## src/rtl/brsu_pkg.sv

```systemverilog
// shared constants for the bcd and real subtract unit and its operand fetch end
package brsu_pkg;
   // ------------------------------------------------------------
   // data widths
   // ------------------------------------------------------------
   localparam int ACC_W = 32;
   localparam int HALF_W = 16;
   localparam int DIG_W = 4;
   localparam int NDIG = 8;
   localparam int SHORT_DIG = 3;
   localparam logic [DIG_W-1:0] BCD_MAX = 4'h9;
   localparam logic [DIG_W:0] BCD_TEN = 5'h0a;
   // ------------------------------------------------------------
   // ieee single layout and datapath sizes
   // ------------------------------------------------------------
   localparam int EXP_W = 8;
   localparam int FRAC_W = 23;
   localparam int MANT_W = 24;
   localparam int GRS_W = 3;
   localparam int WIDE_W = 28;
   localparam int NORM_POS = 26;
   localparam int SIGN_POS = 31;
   localparam logic [EXP_W-1:0] EXP_MAX = 8'hff;
   // ------------------------------------------------------------
   // status flag positions
   // ------------------------------------------------------------
   localparam int FLAG_W = 9;
   localparam int F_ZERO = 0;
   localparam int F_SBOR = 1;
   localparam int F_LBOR = 2;
   localparam int F_NEG = 3;
   localparam int F_BPTR = 4;
   localparam int F_INVF = 5;
   localparam int F_SERR = 6;
   localparam int F_UNDF = 7;
   localparam int F_TYPE = 8;
   // ------------------------------------------------------------
   // operations
   // ------------------------------------------------------------
   typedef enum logic [1:0] {
      OP_LOAD = 2'b00,
      OP_DSUB = 2'b01,
      OP_RSUB = 2'b10
   } brsu_op_t;
   // ------------------------------------------------------------
   // fetch end registers
   // ------------------------------------------------------------
   localparam int REG_AW = 8;
   localparam logic [REG_AW-1:0] REG_CMD = 8'h00;
   localparam logic [REG_AW-1:0] REG_IMM = 8'h04;
   localparam logic [REG_AW-1:0] REG_MADDR = 8'h08;
   localparam logic [REG_AW-1:0] REG_MDATA = 8'h0c;
   localparam logic [REG_AW-1:0] REG_ACC = 8'h10;
   localparam logic [REG_AW-1:0] REG_FLAGS = 8'h14;
   localparam logic [REG_AW-1:0] REG_STAT = 8'h18;
   localparam logic [REG_AW-1:0] REG_IRQ_ST = 8'h1c;
   localparam logic [REG_AW-1:0] REG_IRQ_CLR = 8'h20;
   localparam logic [REG_AW-1:0] REG_IRQ_EN = 8'h24;
   localparam int CMD_IMM = 2;
   localparam int CMD_IND = 3;
   localparam int IRQ_W = 2;
   localparam int IRQ_DONE = 0;
   localparam int IRQ_ERR = 1;
endpackage : brsu_pkg

```

## src/rtl/brsu_if.sv

```systemverilog
// link between the operand fetch end and the subtract unit
`timescale 1ns/10ps
interface brsu_if
   import brsu_pkg::*;
();
   logic req;
   brsu_op_t op;
   logic [HALF_W-1:0] lo;
   logic [HALF_W-1:0] hi;
   logic ptr_bad;
   logic ack;
   logic [ACC_W-1:0] acc;
   logic [FLAG_W-1:0] flags;
   modport unit (
      input req, op, lo, hi, ptr_bad,
      output ack, acc, flags
   );
   modport fetch (
      output req, op, lo, hi, ptr_bad,
      input ack, acc, flags
   );
endinterface : brsu_if

```

## src/rtl/brsu_unit.sv

```systemverilog
// accumulator subtract unit: packed bcd and ieee single subtraction with status flags
//
// Overview of operation
// - decimal subtract: acc minus 32-bit bcd operand
// - fetch gives bcd operand, memory or constant
// - zero flag follows the new accumulator
// - short borrow out of digit three
// - long borrow out of digit seven
// - negative flag when result is negative
// - type error on any non-bcd nibble
// - flags hold until next op driving them
// - real subtract: acc minus 32-bit float
// - fetch gives real operand, memory or constant
// - real result written back to accumulator
// - both real operands in ieee single format
// - invalid float flag for nan accumulator
// - sign error flag on signed overflow
// - underflow flag on float underflow
// - type error on non-real operand
//
// Our own choices: the address-and-strobe port and the placing of the registers.
`timescale 1ns/10ps
module brsu_unit
   import brsu_pkg::*;
(
   input wire logic CLK,
   input wire logic RST,
   input wire logic CE,
   brsu_if.unit LINK,
   output logic [ACC_W-1:0] ACC,
   output logic [FLAG_W-1:0] FLAGS,
   output logic DONE
);
   logic [ACC_W-1:0] acc_reg;
   logic [FLAG_W-1:0] flags_reg;
   logic done_reg;
   logic [ACC_W-1:0] opnd;
   logic take;
   // decimal path
   logic [ACC_W-1:0] dres;
   logic [DIG_W:0] dtmp;
   logic dbor;
   logic dsbor;
   logic dbad;
   // real path
   logic [EXP_W-1:0] ea;
   logic [EXP_W-1:0] eb;
   logic [MANT_W-1:0] ma;
   logic [MANT_W-1:0] mb;
   logic sa;
   logic sb;
   logic a_big;
   logic sl;
   logic [EXP_W-1:0] el;
   logic [EXP_W-1:0] es;
   logic [MANT_W-1:0] ml;
   logic [MANT_W-1:0] ms;
   logic [EXP_W-1:0] diff;
   logic [WIDE_W-1:0] mlx;
   logic [WIDE_W-1:0] msx;
   logic [WIDE_W-1:0] sum;
   logic [WIDE_W-1:0] norm;
   logic [4:0] lead;
   logic rnd;
   logic [MANT_W:0] mant;
   logic signed [9:0] rexp;
   logic a_nan;
   logic a_inf;
   logic b_nan;
   logic b_inf;
   logic r_ovf;
   logic r_unf;
   logic r_zero;
   logic [ACC_W-1:0] rres;

   assign opnd = {LINK.hi, LINK.lo};
   assign take = CE && LINK.req;

   // ------------------------------------------------------------
   // packed bcd subtraction, digit by digit with borrow
   // ------------------------------------------------------------
   always_comb begin
      dbor = 1'b0;
      dsbor = 1'b0;
      dbad = 1'b0;
      dtmp = '0;
      dres = '0;
      for (int i = 0; i < NDIG; i++) begin
         if (acc_reg[i*DIG_W +: DIG_W] > BCD_MAX || opnd[i*DIG_W +: DIG_W] > BCD_MAX) begin
            dbad = 1'b1;
         end
         dtmp = {1'b0, acc_reg[i*DIG_W +: DIG_W]} - {1'b0, opnd[i*DIG_W +: DIG_W]} - {4'h0, dbor};
         dbor = dtmp[DIG_W];
         dres[i*DIG_W +: DIG_W] = dbor ? DIG_W'(dtmp + BCD_TEN) : dtmp[DIG_W-1:0];
         if (i == SHORT_DIG) begin
            dsbor = dbor;
         end
      end
   end

   // ------------------------------------------------------------
   // ieee single subtraction, denormals flushed to zero
   // ------------------------------------------------------------
   always_comb begin
      ea = acc_reg[SIGN_POS-1:FRAC_W];
      eb = opnd[SIGN_POS-1:FRAC_W];
      sa = acc_reg[SIGN_POS];
      sb = ~opnd[SIGN_POS]; // subtract is add of the negated operand
      ma = (ea == '0) ? '0 : {1'b1, acc_reg[FRAC_W-1:0]};
      mb = (eb == '0) ? '0 : {1'b1, opnd[FRAC_W-1:0]};
      a_nan = (ea == EXP_MAX) && (acc_reg[FRAC_W-1:0] != '0);
      a_inf = (ea == EXP_MAX) && (acc_reg[FRAC_W-1:0] == '0);
      b_nan = (eb == EXP_MAX) && (opnd[FRAC_W-1:0] != '0);
      b_inf = (eb == EXP_MAX) && (opnd[FRAC_W-1:0] == '0);
      a_big = {ea, ma} >= {eb, mb};
      sl = a_big ? sa : sb;
      el = a_big ? ea : eb;
      es = a_big ? eb : ea;
      ml = a_big ? ma : mb;
      ms = a_big ? mb : ma;
      diff = el - es;
      mlx = {1'b0, ml, {GRS_W{1'b0}}};
      if (diff >= EXP_W'(WIDE_W)) begin
         msx = {{(WIDE_W-1){1'b0}}, ms != '0};
      end else begin
         msx = {1'b0, ms, {GRS_W{1'b0}}} >> diff;
         // bits shifted out fold into the sticky bit so rounding stays exact
         msx[0] = msx[0] | (({1'b0, ms, {GRS_W{1'b0}}} << (EXP_W'(WIDE_W) - diff)) != '0);
      end
      sum = (sa == sb) ? mlx + msx : mlx - msx;
      lead = '0;
      for (int i = 0; i < WIDE_W; i++) begin
         if (sum[i]) begin
            lead = 5'(i);
         end
      end
      if (lead == 5'(NORM_POS + 1)) begin
         norm = {1'b0, sum[WIDE_W-1:2], sum[1] | sum[0]};
      end else begin
         norm = sum << (5'(NORM_POS) - lead);
      end
      rexp = 10'(el) + 10'(lead) - 10'(NORM_POS);
      rnd = norm[2] && (norm[1] || norm[0] || norm[GRS_W]);
      mant = {1'b0, norm[NORM_POS:GRS_W]} + {{MANT_W{1'b0}}, rnd};
      if (mant[MANT_W]) begin
         mant = mant >> 1;
         rexp = rexp + 10'sd1;
      end
      r_zero = (sum == '0);
      r_ovf = !r_zero && (rexp >= $signed({2'b00, EXP_MAX}));
      r_unf = !r_zero && (rexp <= 10'sd0);
      if (r_zero || r_unf) begin
         rres = {r_unf && sl, {(ACC_W-1){1'b0}}};
      end else if (r_ovf) begin
         rres = {sl, EXP_MAX, {FRAC_W{1'b0}}};
      end else begin
         rres = {sl, rexp[EXP_W-1:0], mant[FRAC_W-1:0]};
      end
   end

   // ------------------------------------------------------------
   // accumulator; refused operands leave it untouched
   // ------------------------------------------------------------
   always_ff @(posedge CLK or posedge RST) begin
      if (RST) begin
         acc_reg <= '0;
      end else if (take && !(LINK.ptr_bad && LINK.op != OP_LOAD)) begin
         unique case (LINK.op)
            OP_LOAD: acc_reg <= opnd;
            OP_DSUB: if (!dbad) acc_reg <= dres;
            OP_RSUB: if (!(a_nan || a_inf || b_nan || b_inf)) acc_reg <= rres;
            default: acc_reg <= acc_reg;
         endcase
      end
   end

   // ------------------------------------------------------------
   // status flags; each op drives only its own set, others hold
   // ------------------------------------------------------------
   always_ff @(posedge CLK or posedge RST) begin
      if (RST) begin
         flags_reg <= '0;
      end else if (take && LINK.op != OP_LOAD) begin
         flags_reg[F_BPTR] <= LINK.ptr_bad;
         if (LINK.ptr_bad) begin
            flags_reg[F_TYPE] <= flags_reg[F_TYPE];
         end else if (LINK.op == OP_DSUB) begin
            flags_reg[F_TYPE] <= dbad;
            if (!dbad) begin
               flags_reg[F_ZERO] <= (dres == '0);
               flags_reg[F_SBOR] <= dsbor;
               flags_reg[F_LBOR] <= dbor;
               flags_reg[F_NEG] <= dbor; // ten's complement left on borrow
            end
         end else if (LINK.op == OP_RSUB) begin
            flags_reg[F_TYPE] <= a_nan || b_nan || b_inf;
            flags_reg[F_INVF] <= a_nan || a_inf || (!b_nan && r_ovf);
            if (!(a_nan || a_inf || b_nan || b_inf)) begin
               flags_reg[F_ZERO] <= (rres[SIGN_POS-1:0] == '0);
               flags_reg[F_NEG] <= rres[SIGN_POS] && (rres[SIGN_POS-1:0] != '0);
               flags_reg[F_SERR] <= r_ovf; // exponent overflowed; result saturates to infinity of the result sign
               flags_reg[F_UNDF] <= r_unf;
            end
         end
      end
   end

   always_ff @(posedge CLK or posedge RST) begin
      if (RST) begin
         done_reg <= 1'b0;
      end else if (CE) begin
         done_reg <= LINK.req;
      end
   end

   assign ACC = acc_reg;
   assign FLAGS = flags_reg;
   assign DONE = done_reg;
   assign LINK.ack = done_reg;
   assign LINK.acc = acc_reg;
   assign LINK.flags = flags_reg;
endmodule : brsu_unit

```

## src/flat_wrapper.sv

```systemverilog
// flat-port wrapper written by rule: the top's interface ports become plain ports
module brsu_unit_flat import brsu_pkg::*;
  (CLK, RST, CE, ACC, FLAGS, DONE, LINK_req, LINK_op, LINK_lo, LINK_hi, LINK_ptr_bad, LINK_ack, LINK_acc, LINK_flags);
  brsu_if LINK_i ();
  input wire logic CLK;
  input wire logic RST;
  input wire logic CE;
  output logic [ACC_W-1:0] ACC;
  output logic [FLAG_W-1:0] FLAGS;
  output logic DONE;
  input wire logic [$bits(LINK_i.req)-1:0] LINK_req;
  input wire logic [$bits(LINK_i.op)-1:0] LINK_op;
  input wire logic [$bits(LINK_i.lo)-1:0] LINK_lo;
  input wire logic [$bits(LINK_i.hi)-1:0] LINK_hi;
  input wire logic [$bits(LINK_i.ptr_bad)-1:0] LINK_ptr_bad;
  output wire logic [$bits(LINK_i.ack)-1:0] LINK_ack;
  output wire logic [$bits(LINK_i.acc)-1:0] LINK_acc;
  output wire logic [$bits(LINK_i.flags)-1:0] LINK_flags;
  assign LINK_i.req = LINK_req;
  assign LINK_i.op = LINK_op;
  assign LINK_i.lo = LINK_lo;
  assign LINK_i.hi = LINK_hi;
  assign LINK_i.ptr_bad = LINK_ptr_bad;
  assign LINK_ack = LINK_i.ack;
  assign LINK_acc = LINK_i.acc;
  assign LINK_flags = LINK_i.flags;
  brsu_unit u_core (.CLK(CLK), .RST(RST), .CE(CE), .LINK(LINK_i), .ACC(ACC), .FLAGS(FLAGS), .DONE(DONE));
endmodule
```

## config.mk

```make
export PLATFORM = sky130hd
export DESIGN_NAME = brsu_unit_flat
export DESIGN_NICKNAME = d
export VERILOG_FILES = /design/src/rtl/brsu_pkg.sv /design/src/rtl/brsu_if.sv /design/src/rtl/brsu_unit.sv /design/src/flat_wrapper.sv
export SDC_FILE = /design/constraint.sdc
export NUM_CORES = 1
export LEC_CHECK = 0
export BUFFER_PORTS_ARGS = -buffer_cell sky130_fd_sc_hd__buf_2
export CELL_PAD_IN_SITES_DETAIL_PLACEMENT = 0
export CELL_PAD_IN_SITES_GLOBAL_PLACEMENT = 1
export CORE_AREA = 5 5 183 202
export DETAILED_ROUTE_END_ITERATION = 12
export DIE_AREA = 0 0 188 207
export GPL_ROUTABILITY_DRIVEN = 0
export PLACE_DENSITY_LB_ADDON = 0.1
export REMOVE_ABC_BUFFERS = 1
export SETUP_SLACK_MARGIN = 0.2
export SYNTH_ARGS = -nofsm -noshare
export SYNTH_HDL_FRONTEND = slang
export SYNTH_SLANG_ARGS = --single-unit
```

## constraint.sdc

```tcl
create_clock -name CLK -period 29.6 [get_ports CLK]
set_input_delay 2.96 -clock CLK [delete_from_list [all_inputs] [get_ports CLK]]
set_output_delay 2.96 -clock CLK [all_outputs]
set_load 0.02 [all_outputs]
```

==> metrics.json, run 1 <==
{
  "final_core_utilization": 0.510,
  "share_of_the_yosys_chip_area_belonging_to_registers": 0.0614,
  "synth.avg_cell_area_um2": 6.73,
  "antenna_found_initial": 1,
  "worstPathRequired_ns": 29.80,
  "initial_cell_density_of_the_core": 0.492,
  "count_of_port_buffers_added_during_placement": 122,
  "cap_violations": 0,
  "postSynth.asyncResetShare": 1.00,
  "remaining_drc_errors": 0,
  "report.final.setup_viol": 0,
  "fp_rows": 72,
  "first_global_vias": 18426,
  "ios": 123,
  "total_count_of_max_transition_violations_in_the_final_report": 0,
  "number_of_drc_violations_after_detailed_routing_iteration_0": 3086,
  "hp-class": "reg2reg",
  "setup_total_neg_slack_ns": 0,
  "grt_pass1_wl_mm": 112,
  "routed_via_density": 6.85,
  "max_slew_margin": 0.222,
  "cp.arrival_ns": 21.01,
  "tightest_slew_ns": 1.16,
  "antenna-diode-count": 0,
  "die_area_um2": 38900,
  "worstSetupStartpointType": "primary input",
  "postSynth.topFlopCell": "sky130_fd_sc_hd__dfrtp_1",
  "post-cts-setup-buffers": 0,
  "cp_max_fo": 91,
  "drive_above_1_share": 0.107,
  "grt_util_all_layers": 0.360,
  "yosys.area.top_type": "sky130_fd_sc_hd__ha_1",
  "cts_tree": "built",
  "cts.htree.levels": 2,
  "post_synth_cell_types": 112,
  "crit_path_end_kind": "register",
  "synth.yosys.warnings": 0,
  "clock_sinks": 42,
  "core_area_um2": 34800,
  "fp.dieH_um": 207,
  "clock_tree.buffer_depth": 2,
  "yosys-top-cells-area": "sky130_fd_sc_hd__ha_1 11%, sky130_fd_sc_hd__dfrtp_1 6.1%, sky130_fd_sc_hd__nand2_1 6.1%",
  "critical-path-max-stage-delay_ns": 0.73,
  "final.setup.worst_slack_ns": 8.79,
  "routed_wire_length_per_instance_um": 25.2,
  "yosys_register_bits": 42,
  "antenna_left": 0,
  "nets": 2720,
  "synth_edf_count": 0,
  "synth_cells": 2543,
  "hold_violations": 0,
  "path_class": "in2reg",
  "cts.clk_slew.worst_paths_ns": 0.06,
  "status": "completed",
  "dr.pass1.iters": 6,
  "worst_clock_skew_ns": 0.00862,
  "post-place-ws_ns": 9.16,
  "min_period_over_period": 0.703,
  "area_growth_from_synthesis_to_layout_pct": 3.77,
  "num-fill-cells": 3608,
  "rsz0062_at_grt": "false",
  "ranking_of_synthesized_cells_by_instance_count": "280 x sky130_fd_sc_hd__nand2_1, 257 x sky130_fd_sc_hd__nor2_1, 181 x sky130_fd_sc_hd__a21oi_1",
  "clock_insertion_delay_worst_skew_ns": 0.29,
  "period_minus_slack_ns": 20.81,
  "num_vias": 20266,
  "globalRouteOverflowTotal": 0,
  "crit_top_cell": "sky130_fd_sc_hd__o21ai_0",
  "max_freq_ghz": 0.0481,
  "maximum_number_of_pins_on_one_net_before_global_route_repair": 92,
  "dp.final_hpwl_mm": 58.2,
  "synth.most_common_cell": "sky130_fd_sc_hd__nand2_1",
  "timing.critical_path.slowest_stage_cell": "sky130_fd_sc_hd__a2111oi_0",
  "cts.hold.buffers_added": 0,
  "synth_top_cell_area_share": 0.110,
  "postRouteWirelength_mm": 74.6,
  "total_standard_cell_area_after_synthesis_um2": 17100,
  "cts_resized": 0,
  "hold_ws_ns": 0.515,
  "die_w_um": 188,
  "cts_made_buffers": 5,
  "cts_root_buffer": "sky130_fd_sc_hd__clkbuf_16"
}
==> worst max-delay path: cells and delay by family <==
family                   cells  cell delay (ns)
AO/OA/AOI/OAI               24             6.70
adder cells (fa/ha/maj)      5             1.81
buffers and inverters        8             2.98
AND/OR/NAND/NOR             23             6.43
==> sequential cells by signal, summed over array words and instances, names as in the netlist <==
signal / cells
u_core.FLAGS: 9
u_core.ACC: 32
u_core.DONE: 1
==> cell usage in the layout (no fill, tap or decap), drive strengths merged, types with 39 or more instances in the layout <==
| cell type | instances |
|---|---|
| o21ai | 200 |
| nor3 | 61 |
| nand2 | 281 |
| a21oi | 183 |
| nand3 | 89 |
| a31oi | 39 |
| mux2i | 93 |
| buf | 157 |
| ha | 151 |
| dfrtp | 42 |
| nor2 | 259 |
| xnor2 | 78 |
| inv | 169 |
==> metrics by stage <==
stage               instances  area (um2)
floorplan                2349       16100
global placement         2950       17600
detailed placement       2950       17600
CTS                      2958       17800
global route             2958       17800
finish                   2958       17800
==> worst paths after layout <==
path / from / end / slack, ns / depth (start not counted)
worst max-delay path: LINK_hi[8] / u_core.ACC[21] / 8.79 / 60
worst min-delay path: u_core.FLAGS[8] / u_core.FLAGS[8] / 0.52 / 2
worst max register to register: u_core.ACC[27] / u_core.ACC[21] / 10.68 / 62
worst min register to register: u_core.FLAGS[8] / u_core.FLAGS[8] / 0.52 / 2
max in group asynchronous: RST / u_core.ACC[21] / 26.08 / 2
min in group asynchronous: RST / u_core.FLAGS[4] / 2.88 / 2
==> cells by family after synthesis <==
logic type,count (synthesis),synth area share
adders and majority gates,168,0.130
DFF,42,0.0614
xor gates and xnor gates,116,0.0594
and+or+nand+nor,950,0.269
buffers and inverters,365,0.0945
AOI/OAI and AO/OA,766,0.298
muxes,136,0.0876
==> per-layer routing <==
metal / global-route usage / wire (um)
met5: 0 / 13
met4: 0.172 / 4670
met3: 0.0537 / 8430
met2: 0.548 / 31900
met1: 0.498 / 29600
==> final cells by class <==
class	count	area (um2)	area share
Multi-Input combinational cell	2136	14500	0.816
Sequential cell	42	1050	0.0592
Timing Repair Buffer	157	873	0.0492
Inverter	171	642	0.0362
Tap cell	444	556	0.0313
Clock buffer	7	143	0.00804
Clock inverter	1	5.00	0.000282
Power of run 1 is not shown: default switching activity piles up to over one toggle a cycle in this logic, so the estimate is an artifact.
==> run 2, diff against run 1 <==
- CORE_AREA: 5 5 183 202 -> 5 5 199 220
- DIE_AREA: 0 0 188 207 -> 0 0 204 225
- clock period: 29.6 -> 19.05 ns (I/O delays scaled with it)
==> run 2 against run 1 <==
Sequential share of layout area down 0.091 points. Highest routed layer unchanged. Flip-flop and latch count unchanged. Final area up 1.6%. Worst setup slack got worse by 7.6 ns. Non-clock buffer count grew 13. Worst hold slack improved by 0.0015 ns. Clock skew decreased by 0.0025 ns. First-iteration DRC count fell by 6.5%. Register-to-register slack lost 8.8 ns. Via count down 0.56%.
==> metrics.json, run 2 (synthesis results as in run 1) <==
{
  "status": "completed",
  "setup_total_neg_slack_ns": 0,
  "core_area_um2": 41100,
  "globalRouteOverflowTotal": 0,
  "crit_path_end_kind": "register",
  "tightest_slew_ns": 1.23,
  "total_count_of_max_transition_violations_in_the_final_report": 0,
  "antenna_found_initial": 1,
  "hold_violations": 0,
  "cts_root_buffer": "sky130_fd_sc_hd__clkbuf_16",
  "worst_clock_skew_ns": 0.00611,
  "dr.pass1.iters": 8,
  "timing.hold.worst_path_depth": 2,
  "worstSetupStartpointType": "primary input",
  "cap_violations": 0,
  "leading_cell_type_in_the_layout_fill_and_taps_excluded": "sky130_fd_sc_hd__nand2_1",
  "cts.clk_slew.worst_paths_ns": 0.06,
  "clock_tree.buffer_depth": 2,
  "routed_wire_length_per_instance_um": 25.6,
  "cts.hold.buffers_added": 0,
  "worstPathRequired_ns": 19.24,
  "most_used_cells_in_the_layout_excluding_fill_and_tap_cells": "279 x sky130_fd_sc_hd__nand2_1, 256 x sky130_fd_sc_hd__nor2_1, 181 x sky130_fd_sc_hd__a21oi_1",
  "hold_end": "u_core.FLAGS[2]",
  "rsz0062_at_grt": "false",
  "hold_ws_ns": 0.517,
  "number_of_flip_flops_under_the_largest_register_name": 32,
  "rr_endpoint": "u_core.ACC[28]",
  "initial_cell_density_of_the_core": 0.416,
  "number_of_drc_violations_after_detailed_routing_iteration_0": 2885,
  "holdCritStartpoint": "u_core.FLAGS[2]",
  "grt_pass1_wl_mm": 117,
  "timing.critical_path.slowest_stage_cell": "sky130_fd_sc_hd__or4b_2",
  "fp_rows": 78,
  "r2r-start": "u_core.ACC[29]",
  "timing.reg2reg.setup_slack_ns": 1.84,
  "cts.htree.levels": 2,
  "hp-class": "reg2reg",
  "critical-path-max-stage-delay_ns": 0.68,
  "area_growth_from_synthesis_to_layout_pct": 5.39,
  "cts_tree": "built",
  "fp.dieH_um": 225,
  "antenna-diode-count": 0,
  "min_period_over_period": 0.939,
  "max_freq_ghz": 0.0559,
  "drive_above_1_share": 0.113,
  "die_w_um": 204,
  "dp.final_hpwl_mm": 62.0,
  "max_slew_margin": 0.176,
  "ios": 123,
  "period_minus_slack_ns": 17.88,
  "crit_top_cell": "sky130_fd_sc_hd__nand2_1",
  "remaining_drc_errors": 0,
  "clock_insertion_delay_worst_skew_ns": 0.29,
  "num_vias": 20152,
  "cp_max_fo": 30,
  "cts_made_buffers": 5,
  "clock_sinks": 42,
  "grt_util_all_layers": 0.324,
  "postRouteWirelength_mm": 79.1,
  "report.final.setup_viol": 0,
  "count_of_port_buffers_added_during_placement": 122,
  "maximum_number_of_pins_on_one_net_before_global_route_repair": 75,
  "nets": 2733,
  "die_area_um2": 45900,
  "first_global_vias": 18513,
  "routed_via_density": 6.53,
  "path_class": "in2reg",
  "cp.arrival_ns": 18.07,
  "r2r.worst_path.cells": 65,
  "antenna_left": 0
}
==> run 2: stage by stage <==
step	util	instance area, um2	instances	worst slack [ns]
2_1_floorplan	-	16100	2349	-0.491
3_3_place_gp	0.434	17800	3078	0.831
3_5_place_dp	0.434	17800	3078	0.297
4_1_cts	0.438	18000	3086	0.539
5_1_grt	0.439	18000	3087	0.200
6_report	0.439	18000	3087	1.17
==> run 2: critical path, delay by kind of cell <==
kind	cells	cell delay, ns
AOI/OAI and AO/OA	31	7.67
buffers and inverters	5	1.07
muxes	2	0.97
and+or+nand+nor	20	4.96
adders and majority gates	5	1.41
==> run 2: worst max-delay path by stage <==
| stage | start | to | cells after the start |
|---|---|---|---|
| floorplan | LINK_hi[8] | u_core.ACC[21] | 58 |
| global placement | LINK_hi[8] | u_core.ACC[21] | 65 |
| detailed placement | LINK_hi[8] | u_core.ACC[21] | 65 |
| CTS | LINK_hi[8] | u_core.ACC[21] | 65 |
| global route | LINK_hi[8] | u_core.ACC[21] | 64 |
| finish | LINK_hi[8] | u_core.ACC[28] | 63 |
==> run 2: metal layers <==
metal	track usage	vias to the layer above	share of wire
met3	0.0471	191	0.095
met5	0	-	0.00021
met4	0.109	2	0.043
met2	0.516	1152	0.44
li1	-	9188	-
met1	0.451	9619	0.42
==> run 2: layout make-up <==
cell class                      count  area, um2
Clock buffer                        7        143
Clock inverter                      1       5.00
Fill cell                        4425      23100
Inverter                          171        642
Multi-Input combinational cell   2136      14500
Sequential cell                    42       1050
Tap cell                          560        701
Timing Repair Buffer              170        983
==> run 2: what timing repair did <==
item,4_1_cts,5_1_grt
gates resized for setup,0,6
endpoints found under the setup margin,0,34
buffers inserted,0,1
Power of run 2 is left out for the same reason.
